--- config.mk ---
export PLATFORM = sky130hd
export DESIGN_NAME = lmspd_top
export DESIGN_NICKNAME = d
export VERILOG_FILES = /design/src/lmspd_pkg.sv /design/src/lmspd_top.sv
export SDC_FILE = /design/constraint.sdc
export NUM_CORES = 1
export LEC_CHECK = 0
export BUFFER_PORTS_ARGS = -buffer_cell sky130_fd_sc_hd__buf_4
export CAP_MARGIN = 20
export CORE_AREA = 2 2 246 248
export CTS_BUF_LIST = sky130_fd_sc_hd__clkbuf_16
export DETAILED_ROUTE_END_ITERATION = 16
export DIE_AREA = 0 0 248 250
export MAX_ROUTING_LAYER = met4
export PLACE_DENSITY = 0.83
export SLEW_MARGIN = 10
export SYNTH_ARGS = -nofsm -noshare
export SYNTH_HDL_FRONTEND = slang
export SYNTH_SLANG_ARGS = --single-unit
--- constraint.sdc ---
create_clock -name pclk -period 27.1 [get_ports pclk]
set_input_delay 4.065 -clock pclk [delete_from_list [all_inputs] [get_ports pclk]]
set_output_delay 4.065 -clock pclk [all_outputs]
set_load 0.03 [all_outputs]
--- src/lmspd_pkg.sv ---
// package for the led matrix scan pwm dimmer
// assumes one 250 MHz clock shared by all users of these constants
package lmspd_pkg;

  // ************************************************************
  // register map (byte addresses)
  // ************************************************************
  localparam logic [7:0] ADDR_MODE     = 8'h00;
  localparam logic [7:0] ADDR_ORDER    = 8'h04;
  localparam logic [7:0] ADDR_TIMING   = 8'h08;
  localparam logic [7:0] ADDR_DEGHOST  = 8'h0c;
  localparam logic [7:0] ADDR_STATUS   = 8'h10;
  localparam logic [7:0] ADDR_DOT_BASE = 8'h40;
  localparam logic [7:0] ADDR_PWM_BASE = 8'h80;
  localparam int         NUM_DOTS      = 16;

  // ************************************************************
  // field positions and reset values
  // ************************************************************
  localparam int         MODE_MIX_LSB    = 4;
  localparam int         TIM_BLANK_BIT   = 1;
  localparam int         TIM_SYNC_BIT    = 2;
  localparam int         TIM_PEAK_BIT    = 3;
  localparam int         DG_CLAMPSEL_BIT = 1;
  localparam int         DG_VMID_LSB     = 2;
  localparam int         PWM_ALIGN_LSB   = 8;
  localparam int         PWM_EXP_BIT     = 10;
  localparam logic [7:0] ORDER_RESET     = 8'he4;
  localparam logic [7:0] DOT_RESET       = 8'h80;
  localparam logic [7:0] DOT_FULL        = 8'hff;

  // ************************************************************
  // timing: 6 MHz time base from a 250 MHz clock
  // ************************************************************
  localparam int CLK_MHZ        = 250;
  localparam int TBASE_KHZ      = 6000;
  localparam int TBASE_DIV      = (CLK_MHZ * 1000) / TBASE_KHZ;
  localparam int TICKS_FAST     = 256;
  localparam int BLANK1_NS      = 1000;
  localparam int BLANK2_NS      = 2000;
  localparam int BLANK1_TICKS   = (BLANK1_NS * TBASE_KHZ) / 1000000;
  localparam int BLANK2_TICKS   = (BLANK2_NS * TBASE_KHZ) / 1000000;

  typedef enum logic [1:0] {
    LMSPD_ALIGN_FWD = 2'b00,
    LMSPD_ALIGN_MID = 2'b01,
    LMSPD_ALIGN_BWD = 2'b10
  } lmspd_align_t;

  typedef enum logic [0:0] {
    LMSPD_PH_DIM   = 1'b0,
    LMSPD_PH_BLANK = 1'b1
  } lmspd_phase_t;

  typedef struct packed {
    logic [3:0] sink_en;
    logic [3:0] switch_en;
    logic [3:0] clamp_en;
  } lmspd_drive_t;

endpackage : lmspd_pkg

--- src/lmspd_top.sv ---
// led matrix scan pwm dimmer: topology, scan sequencing, dimming, clamp
// assumes an apb master on pclk; analog cells consume drive outputs
//
// Chosen here: the APB interface to the registers and the placing of the registers.
`timescale 1ns/1ns
`default_nettype none

module lmspd_top (
  input  wire logic        pclk,
  input  wire logic        presetn,
  input  wire logic        clk_en,
  input  wire logic        psel,
  input  wire logic        penable,
  input  wire logic        pwrite,
  input  wire logic [7:0]  paddr,
  input  wire logic [31:0] pwdata,
  output logic      [31:0] prdata,
  output logic             pready,
  output logic             pslverr,
  input  wire logic        sync_in,
  output logic             sync_out,
  output logic             sync_oe,
  output logic      [3:0]  sink_on,
  output logic      [3:0]  switch_on,
  output logic      [3:0]  clamp_on,
  output logic      [1:0]  clamp_level,
  output logic             global_peak_range,
  output logic      [7:0]  dot_current_level [4]
);

  // ************************************************************
  // registers
  // ************************************************************
  logic [7:0]  mode_reg;
  logic [7:0]  order_reg;
  logic [3:0]  timing_reg;
  logic [3:0]  deghost_config_reg;
  logic [7:0]  dot_reg   [lmspd_pkg::NUM_DOTS];
  logic [10:0] pwm_reg   [lmspd_pkg::NUM_DOTS];
  logic        wr_en;
  logic [3:0]  idx;
  logic        in_dot;
  logic        in_pwm;
  logic        mapped;

  assign wr_en  = psel & penable & pwrite;
  assign idx    = paddr[5:2];
  assign in_dot = paddr[7:6] == lmspd_pkg::ADDR_DOT_BASE[7:6];
  assign in_pwm = paddr[7:6] == lmspd_pkg::ADDR_PWM_BASE[7:6];
  assign mapped = in_dot | in_pwm | paddr == lmspd_pkg::ADDR_MODE
                | paddr == lmspd_pkg::ADDR_ORDER
                | paddr == lmspd_pkg::ADDR_TIMING
                | paddr == lmspd_pkg::ADDR_DEGHOST
                | paddr == lmspd_pkg::ADDR_STATUS;
  assign pready  = 1'b1;
  assign pslverr = psel & penable & ~mapped;

  // host orders writes mode, order, mask; each takes effect at once
  always_ff @(posedge pclk or negedge presetn) begin
    if (!presetn) begin
      mode_reg           <= 8'h00;
      order_reg          <= lmspd_pkg::ORDER_RESET;
      timing_reg         <= 4'h0;
      deghost_config_reg <= 4'h0;
    end else if (clk_en && wr_en) begin
      if (paddr == lmspd_pkg::ADDR_MODE) mode_reg <= pwdata[7:0];
      if (paddr == lmspd_pkg::ADDR_ORDER) order_reg <= pwdata[7:0];
      if (paddr == lmspd_pkg::ADDR_TIMING) timing_reg <= pwdata[3:0];
      if (paddr == lmspd_pkg::ADDR_DEGHOST) begin
        deghost_config_reg <= pwdata[3:0];
      end
    end
  end

  always_ff @(posedge pclk or negedge presetn) begin
    if (!presetn) begin
      for (int i = 0; i < lmspd_pkg::NUM_DOTS; i++) begin
        dot_reg[i] <= lmspd_pkg::DOT_RESET;
        pwm_reg[i] <= 11'h000;
      end
    end else if (clk_en && wr_en) begin
      if (in_dot) dot_reg[idx] <= pwdata[7:0];
      if (in_pwm) pwm_reg[idx] <= pwdata[10:0];
    end
  end

  // ************************************************************
  // time base and sync pin
  // ************************************************************
  logic [5:0] div_reg;
  logic       osc_tick;
  logic       sync_s1_reg;
  logic       sync_s2_reg;
  logic       sync_s3_reg;
  logic       tick;
  logic       sync_is_in;

  assign sync_is_in = timing_reg[lmspd_pkg::TIM_SYNC_BIT];
  assign osc_tick   = div_reg ==
                      6'(lmspd_pkg::TBASE_DIV - 1);

  always_ff @(posedge pclk or negedge presetn) begin
    if (!presetn) div_reg <= 6'h00;
    else if (clk_en) div_reg <= osc_tick ? 6'h00 : div_reg + 6'h01;
  end

  always_ff @(posedge pclk or negedge presetn) begin
    if (!presetn) begin
      sync_s1_reg <= 1'b0;
      sync_s2_reg <= 1'b0;
      sync_s3_reg <= 1'b0;
    end else if (clk_en) begin
      sync_s1_reg <= sync_in;
      sync_s2_reg <= sync_s1_reg;
      sync_s3_reg <= sync_s2_reg;
    end
  end

  // external rising edge or internal divider
  assign tick = sync_is_in ? (sync_s2_reg & ~sync_s3_reg) : osc_tick;

  // pin drives the time base out unless set as input
  always_ff @(posedge pclk or negedge presetn) begin
    if (!presetn) sync_out <= 1'b0;
    else if (clk_en) begin
      if (osc_tick) sync_out <= 1'b1;
      else if (div_reg == 6'(lmspd_pkg::TBASE_DIV / 2)) sync_out <= 1'b0;
    end
  end
  assign sync_oe = ~sync_is_in;

  // ************************************************************
  // scan sequencer
  // ************************************************************
  lmspd_pkg::lmspd_phase_t phase_reg;
  logic [8:0] step_reg;
  logic [7:0] step;
  logic [1:0] slot_reg;
  logic [2:0] scans;
  logic       slow;
  logic       period_end;
  logic       blank_end;
  logic [8:0] blank_len;
  logic [2:0] mode;

  assign mode  = mode_reg[2:0];
  assign slow  = timing_reg[0];
  // slow rate advances the step on every second tick
  assign step  = slow ? step_reg[8:1] : step_reg[7:0];
  assign scans = mode == 3'd0 ? 3'd1 :
                 mode <= 3'd4 ? mode : mode - 3'd4;
  assign blank_len = timing_reg[lmspd_pkg::TIM_BLANK_BIT] ?
                     9'(lmspd_pkg::BLANK2_TICKS) :
                     9'(lmspd_pkg::BLANK1_TICKS);
  // >= also ends a count that a shorter rate or blank has overtaken
  assign period_end = step_reg >= (slow ? 9'h1ff : 9'h0ff);
  assign blank_end  = step_reg >= blank_len - 9'h001;

  always_ff @(posedge pclk or negedge presetn) begin
    if (!presetn) begin
      phase_reg <= lmspd_pkg::LMSPD_PH_DIM;
      step_reg  <= 9'h000;
      slot_reg  <= 2'h0;
    end else if (clk_en && tick) begin
      case (phase_reg)
        lmspd_pkg::LMSPD_PH_DIM: begin
          step_reg <= step_reg + 9'h001;
          if (period_end) begin
            step_reg  <= 9'h000;
            phase_reg <= lmspd_pkg::LMSPD_PH_BLANK;
          end
        end
        lmspd_pkg::LMSPD_PH_BLANK: begin
          step_reg <= step_reg + 9'h001;
          if (blank_end) begin
            step_reg  <= 9'h000;
            phase_reg <= lmspd_pkg::LMSPD_PH_DIM;
            // frame wraps after the configured slot count
            slot_reg  <= ({1'b0, slot_reg} + 3'd1 >= scans) ? 2'h0 :
                         slot_reg + 2'h1;
          end
        end
        default: phase_reg <= lmspd_pkg::LMSPD_PH_DIM;
      endcase
    end
  end

  // ************************************************************
  // pwm and drive
  // ************************************************************
  logic [3:0] sw_out;
  logic [1:0] anode;
  logic [3:0] mix_mask;
  logic       scanning;
  logic [3:0] pulse;
  logic [3:0] sink_n;
  logic [3:0] sw_n;
  logic [3:0] clamp_n;
  logic       blanking;

  assign anode    = order_reg[2*slot_reg +: 2];
  assign scanning = mode != 3'd0;
  assign mix_mask = mode >= 3'd5 ? mode_reg[lmspd_pkg::MODE_MIX_LSB +: 4]
                                 : 4'h0;
  assign blanking = phase_reg == lmspd_pkg::LMSPD_PH_BLANK;

  // simple squared curve as exponential map
  function automatic logic [7:0] lmspd_curve(input logic [7:0] v,
                                             input logic       ex);
    logic [15:0] sq;
    sq = v * v;
    lmspd_curve = ex ? sq[15:8] + {7'h00, |v} : v;
  endfunction : lmspd_curve

  function automatic logic lmspd_pulse(input logic [7:0] st,
                                       input logic [7:0] d,
                                       input logic [1:0] al);
    logic [8:0] lo;
    lo = 9'h000;
    case (al)
      lmspd_pkg::LMSPD_ALIGN_FWD: lmspd_pulse = st < d;
      lmspd_pkg::LMSPD_ALIGN_MID: begin
        lo = 9'(8'h80 - {1'b0, d[7:1]});
        lmspd_pulse = {1'b0, st} >= lo && {1'b0, st} < lo + {1'b0, d};
      end
      lmspd_pkg::LMSPD_ALIGN_BWD: lmspd_pulse = {1'b0, st} >=
                                  9'h100 - {1'b0, d};
      default: lmspd_pulse = st < d;
    endcase
  endfunction : lmspd_pulse

  // dot index: direct dots 0..3; matrix dot 4+anode*3+y
  always_comb begin
    logic [3:0] d_idx;
    logic [1:0] y;
    d_idx   = 4'h0;
    y       = 2'h0;
    sink_n  = 4'h0;
    sw_n    = 4'h0;
    pulse   = 4'h0;
    clamp_n = 4'h0;
    for (int o = 0; o < 4; o++) begin
      y = 2'(o) - anode - 2'h1;
      if (!scanning || mix_mask[o]) d_idx = 4'(o);
      else d_idx = 4'(4 + 3 * anode + y);
      pulse[o] = lmspd_pulse(step, lmspd_curve(pwm_reg[d_idx][7:0],
                   pwm_reg[d_idx][lmspd_pkg::PWM_EXP_BIT]),
                   pwm_reg[d_idx][lmspd_pkg::PWM_ALIGN_LSB +: 2]);
      dot_current_level[o] = dot_reg[d_idx];
      if (scanning && !mix_mask[o] && 2'(o) == anode) begin
        sw_n[o] = ~blanking;
      end else begin
        sink_n[o] = ~blanking & pulse[o];
      end
      // clamp in blank, or also in pwm-off remainder
      clamp_n[o] = blanking | (deghost_config_reg[
                   lmspd_pkg::DG_CLAMPSEL_BIT] & ~sink_n[o] & ~sw_n[o]);
    end
    if (deghost_config_reg[0]) clamp_n = 4'h0;
  end

  always_ff @(posedge pclk or negedge presetn) begin
    if (!presetn) begin
      sink_on   <= 4'h0;
      switch_on <= 4'h0;
      clamp_on  <= 4'h0;
    end else if (clk_en) begin
      sink_on   <= sink_n;
      switch_on <= sw_n;
      clamp_on  <= clamp_n;
    end
  end

  assign clamp_level = deghost_config_reg[lmspd_pkg::DG_VMID_LSB +: 2];
  assign global_peak_range = timing_reg[lmspd_pkg::TIM_PEAK_BIT];

  // ************************************************************
  // read data
  // ************************************************************
  always_ff @(posedge pclk or negedge presetn) begin
    if (!presetn) prdata <= 32'h0000_0000;
    else if (clk_en && psel && !penable && !pwrite) begin
      prdata <= 32'h0000_0000;
      if (paddr == lmspd_pkg::ADDR_MODE) prdata <= {24'h0, mode_reg};
      if (paddr == lmspd_pkg::ADDR_ORDER) prdata <= {24'h0, order_reg};
      if (paddr == lmspd_pkg::ADDR_TIMING) prdata <= {28'h0, timing_reg};
      if (paddr == lmspd_pkg::ADDR_DEGHOST) begin
        prdata <= {28'h0, deghost_config_reg};
      end
      if (paddr == lmspd_pkg::ADDR_STATUS) begin
        // status packs step, slot and phase
        prdata <= {20'h0, step_reg, slot_reg, phase_reg};
      end
      if (in_dot) prdata <= {24'h0, dot_reg[idx]};
      if (in_pwm) prdata <= {21'h0, pwm_reg[idx]};
    end
  end

  // ************************************************************
  // checks
  // ************************************************************
  AST_ONE_SWITCH: assert property (
    @(posedge pclk) disable iff (!presetn)
    $countones(switch_on) <= 1) else $error("more than one switch");
  AST_NO_SW_DIRECT: assert property (
    @(posedge pclk) disable iff (!presetn)
    $past(clk_en) && $past(mode_reg[2:0]) == 3'd0 |-> switch_on == 4'h0)
    else $error("switch in direct mode");
  AST_CLAMP_OFF: assert property (
    @(posedge pclk) disable iff (!presetn)
    $past(clk_en) && $past(deghost_config_reg[0]) |-> clamp_on == 4'h0)
    else $error("clamp while disabled");
  AST_BLANK_DARK: assert property (
    @(posedge pclk) disable iff (!presetn)
    $past(blanking) && $past(clk_en) |->
      sink_on == 4'h0 && switch_on == 4'h0)
    else $error("drive during blank");
  AST_SLOT_RANGE: assert property (
    @(posedge pclk) disable iff (!presetn)
    clk_en && tick && blanking && blank_end |=>
      {1'b0, slot_reg} < $past(scans))
    else $error("slot beyond scan count");
  AST_SYNC_OE: assert property (
    @(posedge pclk) disable iff (!presetn)
    sync_oe == !timing_reg[lmspd_pkg::TIM_SYNC_BIT])
    else $error("sync direction wrong");
  AST_STEP_HOLD: assert property (
    @(posedge pclk) disable iff (!presetn)
    !tick |=> $stable(step_reg)) else $error("step moved off tick");
  AST_MIX_NOSW: assert property (
    @(posedge pclk) disable iff (!presetn)
    $past(clk_en) && $past(mode_reg[2:0]) >= 3'd5 |->
      (switch_on & $past(mix_mask)) == 4'h0)
    else $error("switch on direct output");
  AST_BLANK_CLAMP: assert property (
    @(posedge pclk) disable iff (!presetn)
    $past(clk_en) && $past(blanking) && !$past(deghost_config_reg[0]) |->
      clamp_on == 4'hf)
    else $error("no clamp during blank");
  AST_DIM_WRAP: assert property (
    @(posedge pclk) disable iff (!presetn)
    clk_en && tick && !blanking && period_end |=>
      blanking && step_reg == 9'h000)
    else $error("pwm period did not end in blank");
  AST_EXT_TICK: assert property (
    @(posedge pclk) disable iff (!presetn)
    clk_en && sync_is_in && sync_s2_reg && !sync_s3_reg && !blanking &&
      !period_end |=> step_reg == $past(step_reg) + 9'h001)
    else $error("external edge did not advance step");

endmodule : lmspd_top

`default_nettype wire

### Yosys cells after proc, flatten, opt, wreduce, memory -nomap -nowiden

Cells that the tools add are included.

| storage, ports and cells | value |
|---|---|
| input port bits | 47 |
| logic and storage cells | 305 |
| register bits | 394 |
| output and inout port bits | 83 |

| cells by class | value |
|---|---|
| add/sub/neg operators | 35 |
| multiplexer cells | 81 |
| equality and inequality tests | 19 |
| order comparisons | 27 |
| $mul | 5 |
| bitwise logic cells | 43 |
| reductions and logical operators | 46 |
| shift-type cells | 1 |

Operators with widths:

| cell | number |
|---|---|
| binary-select mux 11 bit (select 4 bit) | 5 |
| 2-to-1 mux 32 bit | 6 |
| bitwise mux 176 bit | 1 |
| binary-select mux 8 bit (select 4 bit) | 5 |
| 2-to-1 mux 8 bit | 17 |
| bitwise mux 128 bit | 1 |
| 2-to-1 mux 11 bit | 11 |
| greater-or-equal comparator 8 x 9 -> 1 bit | 8 |
| multiplier 8 x 8 -> 16 bit | 4 |
| demux 11 bit (select 4 bit) | 1 |
| adder 9 x 8 -> 9 bit | 4 |
| < comparator 8 x 9 -> 1 bit | 4 |
| subtractor 8 x 7 -> 9 bit (first input constant) | 4 |
| subtractor 9 x 8 -> 9 bit (first input constant) | 4 |
| adder 8 x 1 -> 8 bit | 4 |
| demux 8 bit (select 4 bit) | 1 |
| < comparator 8 bit | 4 |
| OR reduction 8 bit | 4 |
| 2-to-1 mux 4 bit | 7 |
| 2-to-1 mux 9 bit | 3 |
| greater-or-equal comparator 5 bit (second input constant) | 5 |
| NOT 4 -> 5 bit | 5 |
| greater-or-equal comparator 9 bit | 2 |
| logical AND 1 bit | 18 |
| 44 further kinds | 129 |

### Longest topological paths before layout

Gate-level depths: netlist of the first run.

| logic depth | value |
|---|---|
| word-level depth | 24 |
| depth in mapped cells | 57 |
| gate-level depth less buffers | 50 |

### Least setup slack after synthesis of the first run

Ideal clock, no wire load.

| path | value |
|---|---|
| kind | register to register |
| start point | register order_reg[6] |
| end point | register sink_on[1] |
| required time | 26.963 ns |
| period minus slack after synthesis | 12.454 ns |
| stages on the path, launching flop included | 51 |
| arrival | 12.317 ns |
| path buffers | 9 |
| setup slack | 14.646 ns |
| cells stage by stage | dfstp_2 mux2i_1 nand2_2 o21ai_4 inv_4 buf_12 buf_2 buf_1 clkbuf_1 buf_1 buf_1 clkbuf_1 ha_1 clkbuf_1 inv_2 mux4_2 nor2b_1 nor3_1 (+15 left out) o21a_1 clkinv_1 ha_1 clkbuf_1 or4_1 a31o_2 nor4b_1 nand3b_4 or4b_1 and3_1 ha_1 o21a_1 o21ai_0 a21oi_1 nand2_1 a31o_2 a21oi_1 a21oi_1 |

| on the way | value |
|---|---|
| cells in the longest elaborated chain, start to end | 19 |
| elaborated cells between the ends (all ways) | 30 |

RTL lines:

| what | line | RTL |
|---|---|---|
| start: declaration | lmspd_top.sv:35 | `logic [7:0] order_reg;` |
| start signal: assignment | lmspd_top.sv:62 | `order_reg <= lmspd_pkg::ORDER_RESET;` |
| start signal: assignment | lmspd_top.sv:67 | `if (paddr == lmspd_pkg::ADDR_ORDER) order_reg <= pwdata[7:0];` |
| indexed part select 8 x 4 -> 2 bit (*) | lmspd_top.sv:201 | `assign anode = order_reg[2*slot_reg +: 2];` |
| multiplier 2 x 2 -> 4 bit or subtractor 1 x 2 -> 2 bit (tied branches) | lmspd_top.sv:245, lmspd_top.sv:243 |  |
| adder 3 x 4 -> 4 bit or subtractor 2 x 1 -> 2 bit (tied branches) | lmspd_top.sv:245, lmspd_top.sv:243 |  |
| adder 4 x 2 -> 4 bit | lmspd_top.sv:245 | `else d_idx = 4'(4 + 3 * anode + y);` |
| 2-to-1 mux 4 bit | lmspd_top.sv:244 | `if (!scanning \|\| mix_mask[o]) d_idx = 4'(o);` |
| NOT 4 -> 5 bit (implied by the code) | lmspd_top.sv:246, lmspd_top.sv:247, lmspd_top.sv:248 |  |
| binary-select mux 11 bit (select 4 bit) | lmspd_top.sv:246, lmspd_top.sv:247, lmspd_top.sv:248 |  |
| 2-to-1 mux 11 bit (implied by the code) (2 in series) | lmspd_top.sv:248 | `pwm_reg[d_idx][lmspd_pkg::PWM_ALIGN_LSB +: 2]);` |
| (+2 left out) | -- |  |
| 2-to-1 mux 8 bit | lmspd_top.sv:212 | `lmspd_curve = ex ? sq[15:8] + {7'h00, \|v} : v;` |
| subtractor 8 x 7 -> 9 bit | lmspd_top.sv:223 | `lo = 9'(8'h80 - {1'b0, d[7:1]});` |
| adder 9 x 8 -> 9 bit | lmspd_top.sv:224 | `lmspd_pulse = {1'b0, st} >= lo && {1'b0, st} < lo + {1'b0, d};` |
| < comparator 8 x 9 -> 1 bit | lmspd_top.sv:224 |  |
| logical AND 1 bit | lmspd_top.sv:224 |  |
| one-hot mux 1 bit (2 select lines) | lmspd_top.sv:220 | `case (al)` |
| AND 1 bit | lmspd_top.sv:253 | `sink_n[o] = ~blanking & pulse[o];` |
| 2-to-1 mux 1 bit (*) | lmspd_top.sv:250 | `if (scanning && !mix_mask[o] && 2'(o) == anode) begin` |
| end signal: assignment | lmspd_top.sv:268 | `sink_on <= sink_n;` |
| end: declaration | lmspd_top.sv:23 | `output logic [3:0] sink_on,` |

Mark *: on every way between the ends. The rest lies on a longest branch, timed or not. The select of a mux whose other input is x is not followed.
A chain may end at the register's enable or synchronous reset.

### Worst setup path in the final report of the first run

| path | value |
|---|---|
| start point | register slot_reg[0] |
| end point | register clamp_on[0] |

| on the way | value |
|---|---|
| cells in the longest elaborated chain, start to end | 24 |
| elaborated cells between the ends (all ways) | 37 |

RTL lines:

| what | line | RTL |
|---|---|---|
| start: declaration | lmspd_top.sv:138 | `logic [1:0] slot_reg;` |
| start signal: assignment | lmspd_top.sv:179 | `slot_reg <= ({1'b0, slot_reg} + 3'd1 >= scans) ? 2'h0 :` |
| indexed part select 8 x 4 -> 2 bit (*) | lmspd_top.sv:201 |  |
| multiplier 2 x 2 -> 4 bit or subtractor 1 x 2 -> 2 bit (tied branches) | lmspd_top.sv:245, lmspd_top.sv:243 |  |
| adder 3 x 4 -> 4 bit or subtractor 2 x 1 -> 2 bit (tied branches) | lmspd_top.sv:245, lmspd_top.sv:243 |  |
| adder 4 x 2 -> 4 bit | lmspd_top.sv:245 |  |
| 2-to-1 mux 4 bit | lmspd_top.sv:244 |  |
| NOT 4 -> 5 bit (implied by the code) | lmspd_top.sv:246, lmspd_top.sv:247, lmspd_top.sv:248 |  |
| binary-select mux 11 bit (select 4 bit) | lmspd_top.sv:246, lmspd_top.sv:247, lmspd_top.sv:248 |  |
| 2-to-1 mux 11 bit (implied by the code) (2 in series) | lmspd_top.sv:248 |  |
| (+7 left out) | -- |  |
| one-hot mux 1 bit (2 select lines) | lmspd_top.sv:220 |  |
| AND 1 bit | lmspd_top.sv:253 |  |
| 2-to-1 mux 1 bit | lmspd_top.sv:250 |  |
| NOT 1 bit | lmspd_top.sv:257 | `lmspd_pkg::DG_CLAMPSEL_BIT] & ~sink_n[o] & ~sw_n[o]);` |
| AND 1 bit | lmspd_top.sv:257 |  |
| AND 1 bit (*) | lmspd_top.sv:257 |  |
| OR 1 bit (*) | lmspd_top.sv:256 | `clamp_n[o] = blanking \| (deghost_config_reg[` |
| 2-to-1 mux 4 bit (*) | lmspd_top.sv:259 | `if (deghost_config_reg[0]) clamp_n = 4'h0;` |
| end signal: assignment | lmspd_top.sv:270 | `clamp_on <= clamp_n;` |
| end: declaration | lmspd_top.sv:25 | `output logic [3:0] clamp_on,` |

Marks and branches as above.

==> flow_summary_export.csv, run 1 <==
group,metric,value,unit
die,num_rows,90,
synthesis,synth_seq_cells,374,
run,cap_viol_max_count,0,
worst_setup_path,cpMostUsedCell,"ha_1",
hold_path,hold_path_class,"reg -> reg",
timing,max-slew-margin-rel,0.242,
placed_design,dpl_cell_area,0.0364,mm^2
worst_setup_path,critPathTopFamily,"adder cells",
pwr,vdd_ir_drop_max,0.0546,mV
timing,tightestPinTransition,1.13,ns
timing,finalCritPeriodShare,0.518,
synthesis,ys.flop_type,"dfrtp_1",
global_routing,grt_first_pass_wirelength,160000,um
worst_setup_path,cp.buffers_inverters,9,
worst_setup_path,crit_arrival,14.44,ns
timing,setup_viol,0,
route,firstDrtPassIters,7,
timing,rsz0062_at_grt,"no",
synthesis,synth_area,0.0352,mm^2
die,start_util,0.591,
cts,root_buffer,"clkbuf_16",
synthesis,yosysTopAreaCell,"dfrtp_1",
finish,area_delta_synth_final,7.07,%
route,first_iter_violations,2904,
die,dieArea,0.0620,mm^2
worst_setup_path,criticalPathCategory,"reg -> reg",
cts,tritoncts,"yes",
finish,regArea,0.00938,mm^2
synthesis,yosysSeqAreaShare,0.267,
placed_design,gp_congestion,0.950,
timing,hold_viol_final,0,
cts,clock-sinks,374,
synthesis,ys_warn_count,0,
worst_setup_path,cpPeakStageDelay,0.96,ns
worst_setup_path,end_kind,"flip-flop",
finish,layout.nets,3802,
timing,max_freq,71.2,MHz
timing,fin_worst_skew,0.0195,ns
cts,clkTransAtPathRegs,0.06,ns
global_routing,grt_max_degree,162,
worst_setup_path,slowest_stage,"ha_1",
timing,finalWorstPathRequiredPeriod,14.05,ns
finish,multi_input_area,0.0240,mm^2
route,drt_wl_total,102000,um
synthesis,synthDistinctLibCells,102,
synthesis,synth_cells,3361,
die,core,0.0596,mm^2
global_routing,overflow,0,
cts,htreeDepth,2,
synthesis,synth_edf_count,0,
synthesis,synth.avg_cell_area,10.5,um^2
timing,slew_violations,0,
timing,whs,0.486,ns
worst_setup_path,cp.depth,44,
die,die_width,248,um
finish,largest_register_ffs,176,
finish,final_cell_area,0.0377,mm^2
cts,cts_resized,0,
global_routing,antenna_found_initial,4,
synthesis,synth_area_leaders,"dfrtp_1 25%, mux4_2 14%, mux2_2 11%, ha_1 11%, fa_1 5.2%",
synthesis,synthArstFlopShare,1.00,
route,via_per_inst,6.82,
global_routing,grt_usage,0.342,
route,ant_nets,0,
route,routedWlPerCell,24.5,um
cts,cts_hold_buf,0,
hold_path,hold-path-cell-count,2,
finish,drive_above_1_share,0.254,
worst_setup_path,r2r_cells,44,
cts,postCtsSetupBuffers,0,
placed_design,hpwl,69200,um
die,die_y,250,um
route,drc,0,
placed_design,portBuffers,87,
worst_setup_path,crit_required,27.49,ns
global_routing,first_global_vias,28041,
cts,clock_latency,0.56,ns
synthesis,synth.top_cell.area_share,0.252,
route,num_vias,28471,
die,ioPinCount,130,
cts,clk_path_buf_depth,3,
synthesis,synth.most_common_cell,"mux2_2",
worst_setup_path,crit_fanout,46,
finish,fillers,4444,
cts,cts_buffers,39,
timing,fin_setup_tns,0,ns
status,run_status,"finished, final reports clean",
pwr,p_leak,17.9,nW
pwr,power_density,38.5,mW/mm^2
synthesis,yosys-top-cells-count,"356 x mux2_2, 354 x dfrtp_1, 303 x ha_1, 270 x nand2_1, 262 x inv_1",
worst_setup_path,start_kind,"flip-flop",
-- worst register-to-register path: cells and delay by family (launching register included) --
family | cells | cell delay, ns
buf+inv | 9 | 2.24
mux | 5 | 2.45
compound gates | 16 | 3.40
fa+ha+maj | 9 | 4.40
xor+xnor | 2 | 0.28
simple gates | 3 | 0.50
flops | 1 | 0.65
-- area by class of cell --
type | count | area share
Multi-Input combinational cell | 2537 | 0.637
Sequential cell | 374 | 0.249
Timing Repair Buffer | 138 | 0.0280
Clock buffer | 41 | 0.0272
Inverter | 270 | 0.0270
Tap cell | 782 | 0.0260
Clock inverter | 30 | 0.00531
Antenna cell | 5 | 0.000332
-- routing by layer --
layer  track usage  up-vias  wire length (um)
met5             -        -                 0
met2         0.504     1836             45700
li1              -    12170                 -
met4         0.185        0              6900
met3         0.100      487             12400
met1         0.423    13978             37300
-- through the flow --
step                power (mW)  worst slack (ns)   util  cells
finish                    1.45             13.05  0.632   4177
global route              1.50             12.22  0.632   4175
CTS                       1.44             13.28  0.632   4169
detailed placement       0.923             13.39  0.611   4098
global placement         0.912             13.60  0.611   4098
floorplan                0.833             14.65      -   3380
-- cell usage in the layout, fill, tap and decap left out, types with 15 or more instances in the layout --
master	count
nor2_1	197
conb_1	21
or2_2	34
mux2i_1	68
xor2_1	47
nand2_1	270
nand2b_1	52
nand3_1	62
and3_1	15
nor2b_1	45
a31oi_1	21
a21o_1	36
clkbuf_16	41
inv_1	270
mux2_2	356
nand4_1	16
xnor2_1	96
dfstp_2	20
mux4_2	214
o21a_1	28
dfrtp_1	354
fa_1	92
ha_1	302
a21oi_1	124
buf_4	134
o21ai_0	117
nor3_1	41
-- where the power goes --
group / internal [mW] / switching [mW]
combinational: 0.132 / 0.183
sequential: 0.581 / 0.0248
clock: 0.294 / 0.235
-- worst paths after layout --
path	from	endpoint	slack, ns
setup / recovery	slot_reg[0]	clamp_on[0]	13.05
hold / removal	prdata[11]	prdata[11]	0.49
setup reg to reg	slot_reg[0]	clamp_on[0]	13.05
hold reg to reg	prdata[11]	prdata[11]	0.49
max in group asynchronous	presetn	pwm_reg[23]	22.17
min in group asynchronous	presetn	dot_reg[11]	3.55
-- cells by family after synthesis --
family,count (synthesis),share of synthesized area
compound gates,514,0.0973
xor+xnor,145,0.0369
fa+ha+maj,395,0.160
buf+inv,469,0.0541
flops,374,0.267
mux,641,0.271
other cells,2,0.000213
simple gates,821,0.113
No activity file was read; power rests on OpenSTA's default activity.
==> run 2, diff against run 1 <==
--- a/config.mk
+++ b/config.mk
@@ -7,12 +7,12 @@
 export LEC_CHECK = 0
 export BUFFER_PORTS_ARGS = -buffer_cell sky130_fd_sc_hd__buf_4
 export CAP_MARGIN = 20
-export CORE_AREA = 2 2 246 248
+export CORE_AREA = 2 2 250 252
 export CTS_BUF_LIST = sky130_fd_sc_hd__clkbuf_16
 export DETAILED_ROUTE_END_ITERATION = 16
-export DIE_AREA = 0 0 248 250
+export DIE_AREA = 0 0 252 254
 export MAX_ROUTING_LAYER = met4
-export PLACE_DENSITY = 0.83
+export PLACE_DENSITY = 0.84
 export SLEW_MARGIN = 10
 export SYNTH_ARGS = -nofsm -noshare
 export SYNTH_HDL_FRONTEND = slang
==> constraint.sdc (replaced) <==
create_clock -name pclk -period 11.4 [get_ports pclk]
set_input_delay 1.71 -clock pclk [delete_from_list [all_inputs] [get_ports pclk]]
set_output_delay 1.71 -clock pclk [all_outputs]
set_load 0.03 [all_outputs]
==> run 2 against run 1 <==
Combinational power grew 140%. Worst hold slack lost 0.0027 ns. Core utilization shrank 0.26 points. Global-route usage shrank 0.72 points. Wire length grew 2.9%. Die area grew 3.2%. First-iteration DRC count grew 13%. Worst setup slack lost 13 ns. Maximum frequency grew 28%. Register-to-register slack lost 13 ns. Critical path depth is the same. Clock skew grew 0.0031 ns. Largest power group unchanged. Highest routed layer unchanged.
==> flow_summary_export.csv, run 2 (synthesis gave the netlist of run 1 again) <==
group,metric,value,unit
status,run_status,"finished, final reports clean",
placed_design,hpwl,71500,um
pwr,power_density,91.6,mW/mm^2
die,dieArea,0.0640,mm^2
finish,area_delta_synth_final,9.64,%
global_routing,first_global_vias,28756,
route,drt_wl_total,105000,um
cts,clk_path_buf_depth,3,
timing,setup_viol,0,
die,die_y,254,um
die,ioPinCount,130,
cts,cts_buffers,41,
timing,layout_setup_ws,0.457,ns
finish,final_util,0.630,
cts,clkTransAtPathRegs,0.06,ns
timing,max-slew-margin-rel,0.183,
finish,fillers,4503,
placed_design,post-place-ws,-0.139,ns
finish,final_cell_mix,"356 x mux2_2, 353 x dfrtp_1, 299 x ha_1, 269 x nand2_1, 268 x inv_1",
finish,final_cell_area,0.0386,mm^2
finish,final_common_cell,"mux2_2",
worst_setup_path,cp.buffers_inverters,6,
global_routing,overflow,0,
cts,clock-sinks,374,
placed_design,dpl_cell_area,0.0368,mm^2
worst_setup_path,start_kind,"flip-flop",
worst_setup_path,cpPeakStageDelay,0.53,ns
timing,max_freq,91.4,MHz
worst_setup_path,crit_fanout,25,
route,routedWlPerCell,24.8,um
run,cap_viol_max_count,0,
finish,drive_above_1_share,0.279,
timing,finalCritPeriodShare,0.960,
pwr,vdd_ir_drop_max,0.128,mV
worst_setup_path,slowest_stage,"fa_1",
route,num_vias,29195,
worst_setup_path,crit_arrival,11.37,ns
finish,largest_register_ffs,176,
timing,tightestPinTransition,1.22,ns
hold_path,hold_path_class,"reg -> reg",
die,start_util,0.574,
worst_setup_path,cpMostUsedCell,"ha_1",
global_routing,antenna_found_initial,4,
die,num_rows,91,
cts,clock_latency,0.56,ns
timing,slew_violations,0,
pwr,p_leak,18.4,nW
cts,tritoncts,"yes",
route,firstDrtPassIters,6,
worst_setup_path,end_kind,"flip-flop",
placed_design,gp_congestion,0.981,
timing,fin_worst_skew,0.0227,ns
route,via_per_inst,6.86,
global_routing,grt_max_degree,93,
global_routing,grt_first_pass_wirelength,163000,um
route,ant_nets,0,
cts,cts_hold_buf,0,
worst_setup_path,criticalPathCategory,"reg -> reg",
finish,layout.nets,3870,
die,core,0.0613,mm^2
timing,hold_viol_final,0,
worst_setup_path,critPathTopFamily,"adder cells",
cts,root_buffer,"clkbuf_16",
die,die_width,252,um
worst_setup_path,crit_required,11.83,ns
route,drc,0,
cts,htreeDepth,2,
global_routing,grt_usage,0.335,
placed_design,portBuffers,87,
timing,finalWorstPathRequiredPeriod,10.94,ns
route,first_iter_violations,3282,
## run 2: cell types whose count changed in the layout (fill, tap and decap cells not counted), moves of 5 or more
| cell | delta |
|---|---|
| a21oi_2 | +5 |
| buf_4 | +59 |
| a21oi_1 | -6 |
| buf_6 | +5 |
## run 2: power by group
group          internal (mW)  switching (mW)  total (mW)  leakage [nW]
Combinational          0.324           0.445       0.770          12.6
Clock                  0.758           0.560        1.32         0.667
Sequential              1.38          0.0621        1.44          5.08
Total                   2.46            1.07        3.53          18.4
## run 2: layer usage
| layer | part of all wire | global-route usage |
|---|---|---|
| met2 | 0.45 | 0.505 |
| met3 | 0.12 | 0.0972 |
| met4 | 0.072 | 0.199 |
| met1 | 0.36 | 0.401 |
| met5 | 0 | - |
## run 2: final cells by class
| class | count | area (um^2) | area share |
|---|---|---|---|
| flip-flops and latches | 374 | 9390 | 0.243 |
| clock buffers | 42 | 1050 | 0.0272 |
| well taps | 790 | 988 | 0.0256 |
| inverters | 270 | 1020 | 0.0265 |
| multi-input cells | 2537 | 24300 | 0.629 |
| diodes | 4 | 10.0 | 0.000259 |
| repair buffers | 204 | 1600 | 0.0414 |
| clock inverters | 33 | 259 | 0.00671 |
## run 2: what timing repair did
item,in CTS,in global routing
pin swaps,0,7
gates resized for setup,5,62
gates cloned,0,0
hold endpoints to repair,0,0
buffers inserted,0,21
setup endpoints to repair,4,8
## run 2: path summary, 6_finish.rpt
check / startpoint / to / slack (ns) / depth (start not counted)
worst min register to register: prdata[11] / prdata[11] / 0.48 / 2
worst max register to register: slot_reg[1] / sink_on[1] / 0.46 / 44
min in group asynchronous: presetn / dot_reg[75] / 1.16 / 1
max in group asynchronous: presetn / slot_reg[1] / 8.07 / 4
worst min-delay path: prdata[11] / prdata[11] / 0.48 / 2
worst max-delay path: slot_reg[1] / sink_on[1] / 0.46 / 44
## run 2: metrics by stage
| step | instances | setup TNS [ns] | power, mW | hold WS, ns |
|---|---|---|---|---|
| finish | 4254 | 0 | 3.53 | 0.484 |
| global route | 4254 | -0.147 | 3.66 | 0.526 |
| CTS | 4227 | 0 | 3.50 | 0.490 |
| detailed placement | 4152 | -0.322 | 2.21 | 0.475 |
| global placement | 4152 | 0 | 2.18 | 0.471 |
| floorplan | 3380 | 0 | 1.98 | 0.475 |
## run 2: worst min-delay path, delay by kind of cell (launching register included)
kind | cells | cell delay [ns]
flops | 1 | 0.35
simple gates | 2 | 0.10
